**config.mk**
```make
export PLATFORM = sky130hd
export DESIGN_NAME = fbd_top
export DESIGN_NICKNAME = d
export VERILOG_FILES = /design/src/include/fbd_pkg.sv /design/src/rtl/fbd_top.sv /design/src/rtl/fbd_pin_select.sv
export SDC_FILE = /design/constraint.sdc
export NUM_CORES = 1
export LEC_CHECK = 0
export ABC_AREA = 1
export BUFFER_PORTS_ARGS = -buffer_cell sky130_fd_sc_hd__buf_2
export CORE_ASPECT_RATIO = 1.4
export CORE_MARGIN = 2
export CORE_UTILIZATION = 63
export CTS_CLUSTER_DIAMETER = 200
export CTS_CLUSTER_SIZE = 8
export DETAILED_ROUTE_END_ITERATION = 12
export PLACE_DENSITY_LB_ADDON = 0.05
export SLEW_MARGIN = 20
export SYNTH_ARGS = -nofsm -noshare
export SYNTH_HDL_FRONTEND = slang
export SYNTH_SLANG_ARGS = --single-unit
```
**constraint.sdc**
```tcl
create_clock -name clk -period 3.5 [get_ports clk]
set_input_delay 0.175 -clock clk [delete_from_list [all_inputs] [get_ports clk]]
set_output_delay 0.175 -clock clk [all_outputs]
set_load 0.02 [all_outputs]
```
**src/include/fbd_pkg.sv**
```systemverilog
// Constants and types shared by the filament bridge drive block
`default_nettype none
package fbd_pkg;

	// ------------------------------------------------------------
	// Register map and fields
	// ------------------------------------------------------------
	localparam logic [7:0] FBD_ADDR_CTRL      = 8'h20;
	localparam logic [7:0] FBD_ADDR_STATUS    = 8'h21;
	localparam logic [7:0] FBD_ADDR_ON_COUNT  = 8'h09;
	localparam logic [7:0] FBD_ADDR_SEL_A     = 8'h0a;
	localparam logic [7:0] FBD_ADDR_SEL_B     = 8'h0b;
	localparam int         FBD_CTRL_SHDN_BIT  = 0;
	localparam logic [7:0] FBD_ON_COUNT_RST   = 8'h01;
	localparam logic [7:0] FBD_ON_COUNT_MIN   = 8'h01;
	localparam logic [7:0] FBD_ON_COUNT_MAX   = 8'hc7;
	localparam logic [1:0] FBD_SEL_RST        = 2'h0;
	localparam logic       FBD_SHDN_RST       = 1'b0;

	// ------------------------------------------------------------
	// Timing
	// ------------------------------------------------------------
	localparam int         FBD_CLK_PERIOD_NS  = 50;
	localparam int         FBD_OSC_PERIOD_NS  = 250;
	localparam int         FBD_OSC_DIV        =
		FBD_OSC_PERIOD_NS / FBD_CLK_PERIOD_NS;
	localparam logic [2:0] FBD_OSC_DIV_LAST   = 3'(FBD_OSC_DIV - 1);
	localparam logic [8:0] FBD_FRAME_LAST     = 9'h18f;
	localparam logic [8:0] FBD_HALF_POINT     = 9'h0c7;
	localparam logic [8:0] FBD_GAP_CYCLES     = 9'h002;

	// ------------------------------------------------------------
	// Types
	// ------------------------------------------------------------
	typedef enum logic [1:0] {
		FBD_SEL_LOW   = 2'b00,
		FBD_SEL_HIGH  = 2'b01,
		FBD_SEL_BLINK = 2'b10,
		FBD_SEL_WAVE  = 2'b11
	} fbd_sel_type;

	typedef enum logic [2:0] {
		FBD_SEG_IDLE_LEAD  = 3'b000,
		FBD_SEG_DRIVE_ONE  = 3'b001,
		FBD_SEG_GAP        = 3'b010,
		FBD_SEG_DRIVE_TWO  = 3'b011,
		FBD_SEG_IDLE_TRAIL = 3'b100
	} fbd_seg_type;

	typedef struct packed {
		logic [7:0] addr;
		logic [7:0] wdata;
		logic       wr;
		logic       rd;
	} fbd_bus_req_type;

endpackage
`default_nettype wire

```
**src/rtl/fbd_top.sv**
```systemverilog
// Filament full-bridge drive generator with its register file
//
// Added by the designer: strobed register access.
`default_nettype none
module fbd_top
	import fbd_pkg::*;
(
	// Clock and reset
	input  wire logic       clk,
	input  wire logic       rst_b,
	// Register port
	input  wire logic [7:0] addr,
	input  wire logic [7:0] wdata,
	input  wire logic       wr,
	input  wire logic       rd,
	output var  logic [7:0] rdata_ff,
	// Display state
	input  wire logic       blink_phase_one,
	// Bridge driver pins
	output var  logic       filament_phase_a_out,
	output var  logic       filament_phase_b_out
);

	// ------------------------------------------------------------
	// Register port
	// ------------------------------------------------------------
	fbd_bus_req_type req;
	logic [7:0]      on_count_ff;
	fbd_sel_type     sel_a_ff;
	fbd_sel_type     sel_b_ff;
	logic            shutdown_ff;
	logic [7:0]      nxt_rdata;

	assign req = '{addr: addr, wdata: wdata, wr: wr, rd: rd};

	always_ff @(posedge clk or negedge rst_b) begin
		if (!rst_b) begin
			on_count_ff <= FBD_ON_COUNT_RST;
		end else if (req.wr && req.addr == FBD_ADDR_ON_COUNT) begin
			on_count_ff <= req.wdata;
		end
	end

	// Upper select bits are not stored, so they read back as zero
	always_ff @(posedge clk or negedge rst_b) begin
		if (!rst_b) begin
			sel_a_ff <= fbd_sel_type'(FBD_SEL_RST);
			sel_b_ff <= fbd_sel_type'(FBD_SEL_RST);
		end else if (req.wr) begin
			if (req.addr == FBD_ADDR_SEL_A) begin
				sel_a_ff <= fbd_sel_type'(req.wdata[1:0]);
			end
			if (req.addr == FBD_ADDR_SEL_B) begin
				sel_b_ff <= fbd_sel_type'(req.wdata[1:0]);
			end
		end
	end

	always_ff @(posedge clk or negedge rst_b) begin
		if (!rst_b) begin
			shutdown_ff <= FBD_SHDN_RST;
		end else if (req.wr && req.addr == FBD_ADDR_CTRL) begin
			shutdown_ff <= req.wdata[FBD_CTRL_SHDN_BIT];
		end
	end

	// ------------------------------------------------------------
	// Oscillator tick
	// ------------------------------------------------------------
	logic [2:0] div_ff;
	logic       osc_tick;

	assign osc_tick = (div_ff == FBD_OSC_DIV_LAST);

	always_ff @(posedge clk or negedge rst_b) begin
		if (!rst_b) begin
			div_ff <= 3'h0;
		end else if (osc_tick) begin
			div_ff <= 3'h0;
		end else begin
			div_ff <= div_ff + 3'h1;
		end
	end

	// ------------------------------------------------------------
	// Frame sequencer
	// ------------------------------------------------------------
	logic [8:0]  pos_ff;
	logic [7:0]  frame_on_ff;
	logic [7:0]  on_clamped;
	fbd_seg_type seg_ff;
	fbd_seg_type nxt_seg;
	logic [8:0]  nxt_pos;
	logic [8:0]  drive_one_start;
	logic [8:0]  drive_two_start;
	logic [8:0]  drive_two_end;

	// Out-of-range values are clamped so both drive pulses fit in the 400-tick frame
	always_comb begin
		if (on_count_ff < FBD_ON_COUNT_MIN) begin
			on_clamped = FBD_ON_COUNT_MIN;
		end else if (on_count_ff > FBD_ON_COUNT_MAX) begin
			on_clamped = FBD_ON_COUNT_MAX;
		end else begin
			on_clamped = on_count_ff;
		end
	end

	assign nxt_pos = (pos_ff == FBD_FRAME_LAST) ? 9'h000 : pos_ff + 9'h001;

	// Count is taken only at frame start to keep the two polarities equal
	always_ff @(posedge clk or negedge rst_b) begin
		if (!rst_b) begin
			frame_on_ff <= FBD_ON_COUNT_RST;
		end else if (osc_tick && nxt_pos == 9'h000) begin
			frame_on_ff <= on_clamped;
		end
	end

	// Shutdown parks the sequencer so the next frame starts clean
	always_ff @(posedge clk or negedge rst_b) begin
		if (!rst_b) begin
			pos_ff <= FBD_FRAME_LAST;
		end else if (shutdown_ff) begin
			pos_ff <= FBD_FRAME_LAST;
		end else if (osc_tick) begin
			pos_ff <= nxt_pos;
		end
	end

	assign drive_one_start = FBD_HALF_POINT - {1'b0, frame_on_ff};
	assign drive_two_start = FBD_HALF_POINT + FBD_GAP_CYCLES;
	assign drive_two_end   = drive_two_start + {1'b0, frame_on_ff};

	// Segment of the current position; a zero-length idle is skipped
	always_comb begin
		if (pos_ff < drive_one_start) begin
			nxt_seg = FBD_SEG_IDLE_LEAD;
		end else if (pos_ff < FBD_HALF_POINT) begin
			nxt_seg = FBD_SEG_DRIVE_ONE;
		end else if (pos_ff < drive_two_start) begin
			nxt_seg = FBD_SEG_GAP;
		end else if (pos_ff < drive_two_end) begin
			nxt_seg = FBD_SEG_DRIVE_TWO;
		end else begin
			nxt_seg = FBD_SEG_IDLE_TRAIL;
		end
		if (shutdown_ff) begin
			nxt_seg = FBD_SEG_IDLE_LEAD;
		end
	end

	always_ff @(posedge clk or negedge rst_b) begin
		if (!rst_b) begin
			seg_ff <= FBD_SEG_IDLE_LEAD;
		end else begin
			seg_ff <= nxt_seg;
		end
	end

	// ------------------------------------------------------------
	// Waveforms and pins
	// ------------------------------------------------------------
	logic wave_a;
	logic wave_b;

	always_comb begin
		case (seg_ff)
			FBD_SEG_DRIVE_ONE: begin
				wave_a = 1'b0;
				wave_b = 1'b1;
			end
			FBD_SEG_DRIVE_TWO: begin
				wave_a = 1'b1;
				wave_b = 1'b0;
			end
			default: begin
				wave_a = 1'b0;
				wave_b = 1'b0;
			end
		endcase
	end

	fbd_pin_select u_pin_a (
		.clk             (clk),
		.rst_b           (rst_b),
		.sel             (sel_a_ff),
		.shutdown        (shutdown_ff),
		.blink_phase_one (blink_phase_one),
		.wave            (wave_a),
		.pin_ff          (filament_phase_a_out)
	);

	fbd_pin_select u_pin_b (
		.clk             (clk),
		.rst_b           (rst_b),
		.sel             (sel_b_ff),
		.shutdown        (shutdown_ff),
		.blink_phase_one (blink_phase_one),
		.wave            (wave_b),
		.pin_ff          (filament_phase_b_out)
	);

	// ------------------------------------------------------------
	// Read data
	// ------------------------------------------------------------
	always_comb begin
		case (req.addr)
			FBD_ADDR_ON_COUNT: nxt_rdata = on_count_ff;
			FBD_ADDR_SEL_A:    nxt_rdata = {6'h00, sel_a_ff};
			FBD_ADDR_SEL_B:    nxt_rdata = {6'h00, sel_b_ff};
			FBD_ADDR_CTRL:     nxt_rdata = {7'h00, shutdown_ff};
			FBD_ADDR_STATUS:   nxt_rdata = {5'h00, seg_ff};
			default:           nxt_rdata = 8'h00;
		endcase
	end

	// Read data stand only in the cycle after the strobe
	always_ff @(posedge clk or negedge rst_b) begin
		if (!rst_b) begin
			rdata_ff <= 8'h00;
		end else if (req.rd) begin
			rdata_ff <= nxt_rdata;
		end else begin
			rdata_ff <= 8'h00;
		end
	end

endmodule // fbd_top
`default_nettype wire

```
**src/rtl/fbd_pin_select.sv**
```systemverilog
// Output function selector for one filament phase pin
`default_nettype none
module fbd_pin_select
	import fbd_pkg::*;
(
	// Clock and reset
	input  wire logic        clk,
	input  wire logic        rst_b,
	// Control
	input  wire fbd_sel_type sel,
	input  wire logic        shutdown,
	input  wire logic        blink_phase_one,
	input  wire logic        wave,
	// Pin
	output var  logic        pin_ff
);

	logic nxt_pin;

	always_comb begin
		case (sel)
			FBD_SEL_LOW:   nxt_pin = 1'b0;
			FBD_SEL_HIGH:  nxt_pin = 1'b1;
			FBD_SEL_BLINK: nxt_pin = blink_phase_one;
			FBD_SEL_WAVE:  nxt_pin = wave & ~shutdown;
			default:       nxt_pin = 1'b0;
		endcase
	end

	always_ff @(posedge clk or negedge rst_b) begin
		if (!rst_b) begin
			pin_ff <= 1'b0;
		end else begin
			pin_ff <= nxt_pin;
		end
	end

endmodule // fbd_pin_select
`default_nettype wire

```
# After elaboration in Yosys (flattened, before gate mapping)
# Cells that the tools add are included.
[totals]
word_cells = 65
reg_bits = 46
input_bits = 21
[op_classes]
n_eq_ne = 15
reduce_logical = 9
n_addsub = 4
n_bitwise = 3
n_lt_le_gt_ge = 6
muxes = 17
[op_table]
columns = ["op", "n"]
rows = [
  ["$pmux 8 s5", 1],
  ["$mux 9", 3],
  ["$eq 8x4->1 const B", 3],
  ["$mux 8", 3],
  ["$lt 9x8->1 const B", 2],
  ["$lt 9x9->1", 2],
  ["$mux 3", 6],
  ["$eq 8x6->1 const B", 2],
  ["$add 8x8->9 const A", 1],
  ["$add 9x1->9 const B", 1],
  ["$eq 9x9->1 const B", 1],
  ["$logic_not 9->1", 1],
  ["$sub 8x8->9 const A", 1],
  ["$eq 2x2->1 const B", 4],
  ["$gt 8x8->1 const B", 1],
  ["$lt 8x1->1 const B", 1],
  ["$pmux 1 s4", 2],
  ["$eq 2x1->1 const B", 2],
  ["$logic_not 2->1", 2],
  ["$reduce_and 2->1", 2],
  ["$add 3x1->3 const B", 1],
  ["$eq 3x1->1 const B", 1],
  ["$eq 3x2->1 const B", 1],
  ["$eq 3x3->1 const B", 1],
  ["other kinds (5)", 9],
]

# Logic depth before layout (Yosys ltp)
# Gate-level depths: netlist (run 1).
[depth]
depth_word = 7
ltp_mapped = 13
ltp_nobuf = 13

# Hierarchy
# A second synthesis (run 1) with hierarchy kept.
[unflattened]
hier_cells = 391
hier_area_um2 = 3000.4
[by_module_without_submodules]
columns = ["mod", "cells_per_inst", "instances", "area_per_inst_um2"]
rows = [
  ["fbd_top", 369, 1, 2875.3],
  ["fbd_pin_select", 11, 2, 62.6],
]

# Worst setup path before layout (run 1)
# No wires, ideal clock.
[synth_path]
kind = "flip-flop to flip-flop"
startpoint = "reg frame_on_ff[3]"
endpoint = "reg seg_ff[2]"
period_less_slack_ps = 1939
setup_time_ps = 72
path_buffers = 0
setup_slack_ps = 1561
arrival_ps = 1867
path_stages_with_launch = 14
cell_sequence = "dfrtp_1 inv_1 ha_1 inv_1 o21bai_1 a21oi_1 xnor2_1 ha_1 nand2_1 nor2_1 nand3_1 nand3_1 nand2_1 nor2_1"
[synth_between]
elab_chain_len = 7
[synth_rtl]
columns = ["element", "line", "text"]
rows = [
  ["start: declaration", "fbd_top.sv:89", "logic [7:0] frame_on_ff;"],
  ["start signal: assignment", "fbd_top.sv:116", "frame_on_ff <= on_clamped;"],
  ["$add 8x8->9", "fbd_top.sv:133", "assign drive_two_end = drive_two_start + {1'b0, frame_on_ff};"],
  ["$lt 9x9->1", "fbd_top.sv:143", "end else if (pos_ff < drive_two_end) begin"],
  ["$mux 3", "fbd_top.sv:143", ""],
  ["$mux 3", "fbd_top.sv:141", "end else if (pos_ff < drive_two_start) begin"],
  ["$mux 3", "fbd_top.sv:139", "end else if (pos_ff < FBD_HALF_POINT) begin"],
  ["$mux 3 (*)", "fbd_top.sv:137", "if (pos_ff < drive_one_start) begin"],
  ["$mux 3 (*)", "fbd_top.sv:148", "if (shutdown_ff) begin"],
  ["named net nxt_seg[2]", "fbd_top.sv:92", "fbd_seg_type nxt_seg;"],
  ["end signal: assignment", "fbd_top.sv:157", "seg_ff <= nxt_seg;"],
  ["end: declaration", "fbd_top.sv:91", "fbd_seg_type seg_ff;"],
]
# Mark *: on every way through the listed nets, which the timed path passes. The rest lies on a longest branch.
# A chain may end at the register's enable or synchronous reset.

# Final worst setup path (run 1)
# Ends and elaborated chain as after synthesis.

==> flow_metrics.tcl, run 1 <==
set metrics [dict create \
    syn-cell-area_um2 2849 \
    worstSetupPathType "reg2reg" \
    status "finished clean" \
    cts_buffer_depth 2 \
    synth_edf_count 0 \
    p_int_uw 1247 \
    synthCells 363 \
    power_density_nw_per_um2 630.8 \
    cts_made_buffers 5 \
    setup_tns_ns 0 \
    slew_violations 0 \
    grt.total_usage_pct 26.37 \
    fin_cells 460 \
    grt_max_degree 47 \
    ys_ff_latch 46 \
    post-route-period-util_pct 62.14 \
    grt_pass1_wl_um 10340 \
    dr.pass1.iters 6 \
    antenna_found_initial 0 \
    yosysWarnings 0 \
    swShare_pct 38.58 \
    mostFrequentLayoutCells "nand2_1, inv_1, nor2_1, dfrtp_1, buf_2" \
    cp-start-kind "flip-flop" \
    fin_skew_ns 0.01518 \
    die_w_um 60.84 \
    ys.flop_type "dfrtp_1" \
    cts-htree-levels 2 \
    ant_nets 0 \
    die_area_um2 5084 \
    cts_tree "done" \
    fp.dieH_um 83.57 \
    post_drt_via_cell_ratio 5.400 \
    power_frac_seq_pct 38.8 \
    cp_data_required_time_ns 3.72 \
    maxSlewHeadroom_pct 62.43 \
    setup_viol 0 \
    wl_per_cell_um 13.17 \
    p_clk_share_pct 23.8 \
    drv_cap 0 \
    portBuffers 30 \
    dp.cells 451 \
    post-route-drc-count 0 \
    cts.sinks 46 \
    io_pins 31 \
    drt-initial-drc-count 102 \
    fin_crit_ns 2.175 \
    hold_viol_final 0 \
    layout_commonest_cell "nand2_1" \
    max_freq_ghz 0.4598 \
    end_kind "flip-flop" \
    peakVddDrop_v 0.0004312 \
    avgSynthCellArea_um2 7.848 \
    gp_congestion 0.9540 \
    routed_wl_um 6057 \
    fillCellCount 351 \
    ys_seq_area_share_pct 40.76 \
    num_antenna_cells 0 \
    p_switching_uw 783.4 \
    via_count 2484 \
    cts_root_buf "clkbuf_8" \
    grt_pass1_vias 2432 \
    core_um2 4274 \
    hp-class "in2reg" \
    synth_async_sr_flop_share_pct 100.0 \
    path_clk_slew_ns 0.08 \
    worst_pin_slew_ns 0.5635 \
    critPathMaxFanout 6 \
    cts_setup_buffers 0 \
    rsz0062_at_grt "no" \
    power_frac_comb_pct 37.4 \
    grt_overflow 0 \
    arrival_ns 2.40 \
    hpwl_um 4549 \
    syn-num-nets 408 \
    layout.nets 444 \
    insertion_delay_ns 0.30 \
    drive_gt1_share_pct 15.00 \
    ys_types 33 \
    areaGrowthSynthToFinish_pct 13.00 \
    p_leak_uw 0.001725 \
    num_rows 28 \
    initial_core_util_pct 66.66 \
]
[flip-flops by register name, indices dropped and copies added, names as in the netlist]
register,cells
div_ff,3
u_pin_a.pin_ff,1
pos_ff,9
frame_on_ff,8
on_count_ff,8
seg_ff,3
rdata_ff,8
sel_a_ff,2
u_pin_b.pin_ff,1
shutdown_ff,1
sel_b_ff,2
[layout make-up]
type,count,area (um^2),share of cell area (%)
clock buffer,6,82.58,2.565
clock inverter,2,60.06,1.866
tap,60,75.07,2.332
timing repair buffer,31,162.7,5.052
sequential,46,1161,36.07
multi-input combinational,267,1498,46.52
inverter,48,180.2,5.597
[power by group through the flow]
stage                     combinational, uW  clock (uW)  sequential [uW]
after floorplan                         613           0              743
after global placement                  733           0              793
after detailed placement                754           0              794
after CTS                               763         491              786
after global routing                    896         509              803
final                                   760         484              788
[Yosys cell counts, types with 6 or more instances]
library cell	n	share of area, %
o21ai_0	15	2.6
nand2_1	88	12
nor2_1	38	5.0
a21oi_1	22	3.9
dfstp_2	8	7.4
nand3_1	27	4.7
xor2_1	7	2.2
nor3_1	6	1.1
ha_1	24	11
inv_1	47	6.2
nand4_1	6	1.3
dfrtp_1	38	33
[cell families (layout without fill, tap and decap cells)]
family / count (synthesis) / in the layout / synth area share (%)
xor+xnor: 10 / 10 / 3.074
fa+ha+maj: 24 / 24 / 10.54
flops: 46 / 46 / 40.76
compound gates: 53 / 53 / 10.32
simple gates: 180 / 180 / 28.64
buf+inv: 50 / 87 / 6.675
[metrics by stage]
step                util [%]  hold WS, ns  setup WS [ns]  area (um^2)  power [uW]
CTS                    75.03      0.06369          1.330         3207        2040
global placement       71.69       0.3829          1.463         3064        1525
finish                 75.32       0.1180          1.325         3219        2031
detailed placement     71.69       0.3940          1.361         3064        1548
global route           75.32       0.1275          1.045         3219        2207
floorplan                  -      -0.1206          1.561         2849        1355
[metal layers]
layer / GRT usage, % / vias up / routed length (um)
li1: - / 1256 / -
met1: 32.04 / 1168 / 2586
met2: 44.57 / 45 / 3182
met3: 4.341 / 15 / 144
met4: 11.07 / 0 / 144
met5: 0 / - / 0
[worst max-delay path: stages, from the launching register on]
cell and delay (ns):
dfrtp_1 0.40, inv_1 0.19, ha_1 0.18, inv_1 0.04
o21bai_1 0.19, a21oi_1 0.11, xnor2_1 0.13, ha_1 0.27
nand2_1 0.06, nor2_1 0.14, nand3_1 0.10, nand3_1 0.12
nand2_1 0.06, nor2_1 0.10
[repair_timing]
item                                   CTS  global route
endpoints found under the hold margin    0            38
hold buffers                             0             1
resized for setup                        0             0
[worst paths after layout]
| check | start | end | slack (ns) | cells after the start |
|---|---|---|---|---|
| min reg2reg | div_ff[0]$_DFF_PN0_ | div_ff[0]$_DFF_PN0_ | 0.47 | 1 |
| max | frame_on_ff[3]$_DFFE_PN0P_ | seg_ff[2]$_DFF_PN0_ | 1.33 | 13 |
| max in group asynchronous | rst_b | frame_on_ff[0]$_DFFE_PN1P_ | 2.70 | 2 |
| min in group asynchronous | rst_b | div_ff[0]$_DFF_PN0_ | 0.40 | 2 |
| min | wdata[6] | on_count_ff[6]$_DFFE_PN0P_ | 0.12 | 3 |
| max reg2reg | frame_on_ff[3]$_DFFE_PN0P_ | seg_ff[2]$_DFF_PN0_ | 1.33 | 13 |
Power figures use the tool's default switching activity.
==> run 2: changes to the inputs <==
--- a/config.mk
+++ b/config.mk
@@ -9,7 +9,7 @@
 export BUFFER_PORTS_ARGS = -buffer_cell sky130_fd_sc_hd__buf_2
 export CORE_ASPECT_RATIO = 1.4
 export CORE_MARGIN = 2
-export CORE_UTILIZATION = 63
+export CORE_UTILIZATION = 53
 export CTS_CLUSTER_DIAMETER = 200
 export CTS_CLUSTER_SIZE = 8
 export DETAILED_ROUTE_END_ITERATION = 12
==> constraint.sdc (replaced) <==
create_clock -name clk -period 1.9 [get_ports clk]
set_input_delay 0.095 -clock clk [delete_from_list [all_inputs] [get_ports clk]]
set_output_delay 0.095 -clock clk [all_outputs]
set_load 0.02 [all_outputs]
==> run 2 against run 1 <==
  * Fmax rose by 6.9%
  * Count of clock-buffer cells in the layout did not move
  * Highest routed layer unchanged
  * Final area rose by 12%
  * Critical path type unchanged
  * Die area rose by 18%
  * Non-clock buffer count rose by 22
  * Sequential power rose by 78%
  * Critical path depth fell by 3
  * The run now ends with setup timing left
  * Flip-flop and latch count did not move
  * Register-to-register slack got worse by 1.5 ns
==> flow_metrics.tcl, run 2 (same netlist as run 1, synthesis figures left out) <==
set metrics [dict create \
    cp_common_cell "nand2_2" \
    rrSetupSlack_ns -0.13 \
    cp_data_required_time_ns 2.13 \
    core_um2 5197 \
    dr.pass1.iters 6 \
    post-route-drc-count 0 \
    post-route-period-util_pct 107.1 \
    worstRegToRegCells 10 \
    hold_viol_final 0 \
    worstSetupPathType "reg2reg" \
    routed_wl_um 6532 \
    grt_overflow 0 \
    top_register "pos_ff" \
    violations "setup timing" \
    post_drt_via_cell_ratio 5.241 \
    num_antenna_cells 0 \
    grt_pass1_vias 2509 \
    arrival_ns 2.26 \
    max_stage_delay_ns 0.58 \
    fillCellCount 459 \
    pre_cts_slack_ns -0.1253 \
    p_switching_uw 1733 \
    fp.dieH_um 90.75 \
    path_clk_slew_ns 0.09 \
    antenna_found_initial 0 \
    holdPathStages 3 \
    power_frac_comb_pct 46.4 \
    hp-class "in2reg" \
    max_freq_ghz 0.4916 \
    setup_viol 3 \
    largest_reg_flops 9 \
    p_leak_uw 0.001857 \
    portBuffers 30 \
    fin_crit_ns 2.034 \
    critical-path-slowest-cell "dfstp_2" \
    cts_made_buffers 5 \
    peakVddDrop_v 0.0005311 \
    post-route-util_pct 69.48 \
    setup_tns_ns -0.3566 \
    grt.total_usage_pct 23.68 \
    initial_core_util_pct 54.81 \
    cts_root_buf "clkbuf_8" \
    num_rows 31 \
    cts_buffer_depth 2 \
    io_pins 31 \
    swShare_pct 40.45 \
    fin_skew_ns 0.009585 \
    critPathMaxFanout 3 \
    cts-htree-levels 2 \
    cp-start-kind "flip-flop" \
    mostFrequentLayoutCells "nand2_1, inv_1, dfrtp_1" \
    worst_slack_ns -0.1341 \
    maxSlewHeadroom_pct 69.01 \
    insertion_delay_ns 0.30 \
    areaGrowthSynthToFinish_pct 26.75 \
    cts_tree "done" \
    power_frac_seq_pct 32.7 \
    cpLargestDelayFamily "flip-flops" \
    slew_violations 0 \
    via_count 2568 \
    die_w_um 65.97 \
    multiInputGateArea_um2 1693 \
    crit_buf_inv 0 \
    hp-start "wdata[4]" \
    wl_per_cell_um 13.33 \
    power_density_nw_per_um2 1187 \
    cp.depth 10 \
    rsz0062_at_grt "yes" \
    layout_commonest_cell "nand2_1" \
    seqCellArea_um2 1161 \
    r2r-start "frame_on_ff[0]$_DFFE_PN1P_" \
    end_kind "flip-flop" \
    ant_nets 0 \
    hpwl_um 4740 \
    drive_gt1_share_pct 27.59 \
    gp_congestion 0.8717 \
    die_area_um2 5986 \
    worst_pin_slew_ns 0.4613 \
    drv_cap 0 \
    grt_max_degree 47 \
    crit_start "frame_on_ff[0]$_DFFE_PN1P_" \
    cts.sinks 46 \
    p_clk_share_pct 20.8 \
    crit_chain "ha_4, nand2_2, nand2_2, nand3_2, xor2_1, ha_1, a21oi_2, o21a_1, nand4_1, a21oi_1" \
    layout.nets 468 \
    p_int_uw 2552 \
    status "finished with violations" \
    grt_pass1_wl_um 11160 \
    drt-initial-drc-count 135 \
]
==> run 2: cell count changes in the layout (fill, tap and decap cells not counted), sizes merged <==
cell      before  now
clkinvlp       0    1
buf           30   52
nor2          41   42
==> run 2: worst register-to-register path, delay by kind of cell (launching register included) <==
family / cells / cell delay, ns
flip-flops: 1 / 0.58
adder cells (fa/ha/maj): 2 / 0.46
AO/OA/AOI/OAI: 3 / 0.45
AND/OR/NAND/NOR: 4 / 0.32
XOR/XNOR: 1 / 0.15
==> run 2: area by class of cell <==
type	count	share of cell area [%]
multi-input cells	268	46.88
flip-flops and latches	46	32.16
repair buffers	53	9.459
inverters	48	5.059
clock buffers	6	2.287
well taps	66	2.287
clock inverters	2	1.663
repair inverters	1	0.2079
==> run 2: timing repair <==
action	CTS	global route
hold buffers	1	0
endpoints found under the setup margin	4	11
resized for setup	11	36
buffers inserted	1	4
hold endpoints to repair	38	0
pin swaps	13	16
gates cloned	1	1
==> run 2: worst paths after layout <==
check / endpoint
worst max-delay path: seg_ff[0]$_DFF_PN0_
worst min-delay path: on_count_ff[4]$_DFFE_PN0P_
worst max register to register: seg_ff[0]$_DFF_PN0_
worst min register to register: div_ff[0]$_DFF_PN0_
max in group asynchronous: frame_on_ff[0]$_DFFE_PN1P_
min in group asynchronous: pos_ff[4]$_DFFE_PN0P_
==> run 2: power by group through the flow <==
stage | sequential [uW] | combinational (uW) | clock, uW
floorplan | 1370 | 1130 | 0
global placement | 1390 | 1550 | 0
detailed placement | 1390 | 1600 | 0
CTS | 1380 | 1740 | 907
global route | 1430 | 2240 | 961
finish | 1400 | 1990 | 893
==> run 2: layer usage <==
metal | track usage [%] | share of wire, %
met3 | 3.367 | 2.6
met4 | 7.653 | 2.9
met2 | 39.90 | 51
met5 | 0 | 0
met1 | 30.93 | 43
==> run 2: per-stage QoR <==
step / area, um^2 / instances / total power, uW / hold WS (ns)
after CTS: 3437 / 485 / 4027 / 0.03827
after global routing: 3611 / 490 / 4630 / 0.04279
after detailed placement: 3212 / 474 / 2987 / 0.09653
final: 3611 / 490 / 4286 / 0.03947
after global placement: 3212 / 474 / 2936 / 0.09518
after floorplan: 2849 / 363 / 2497 / -0.2006
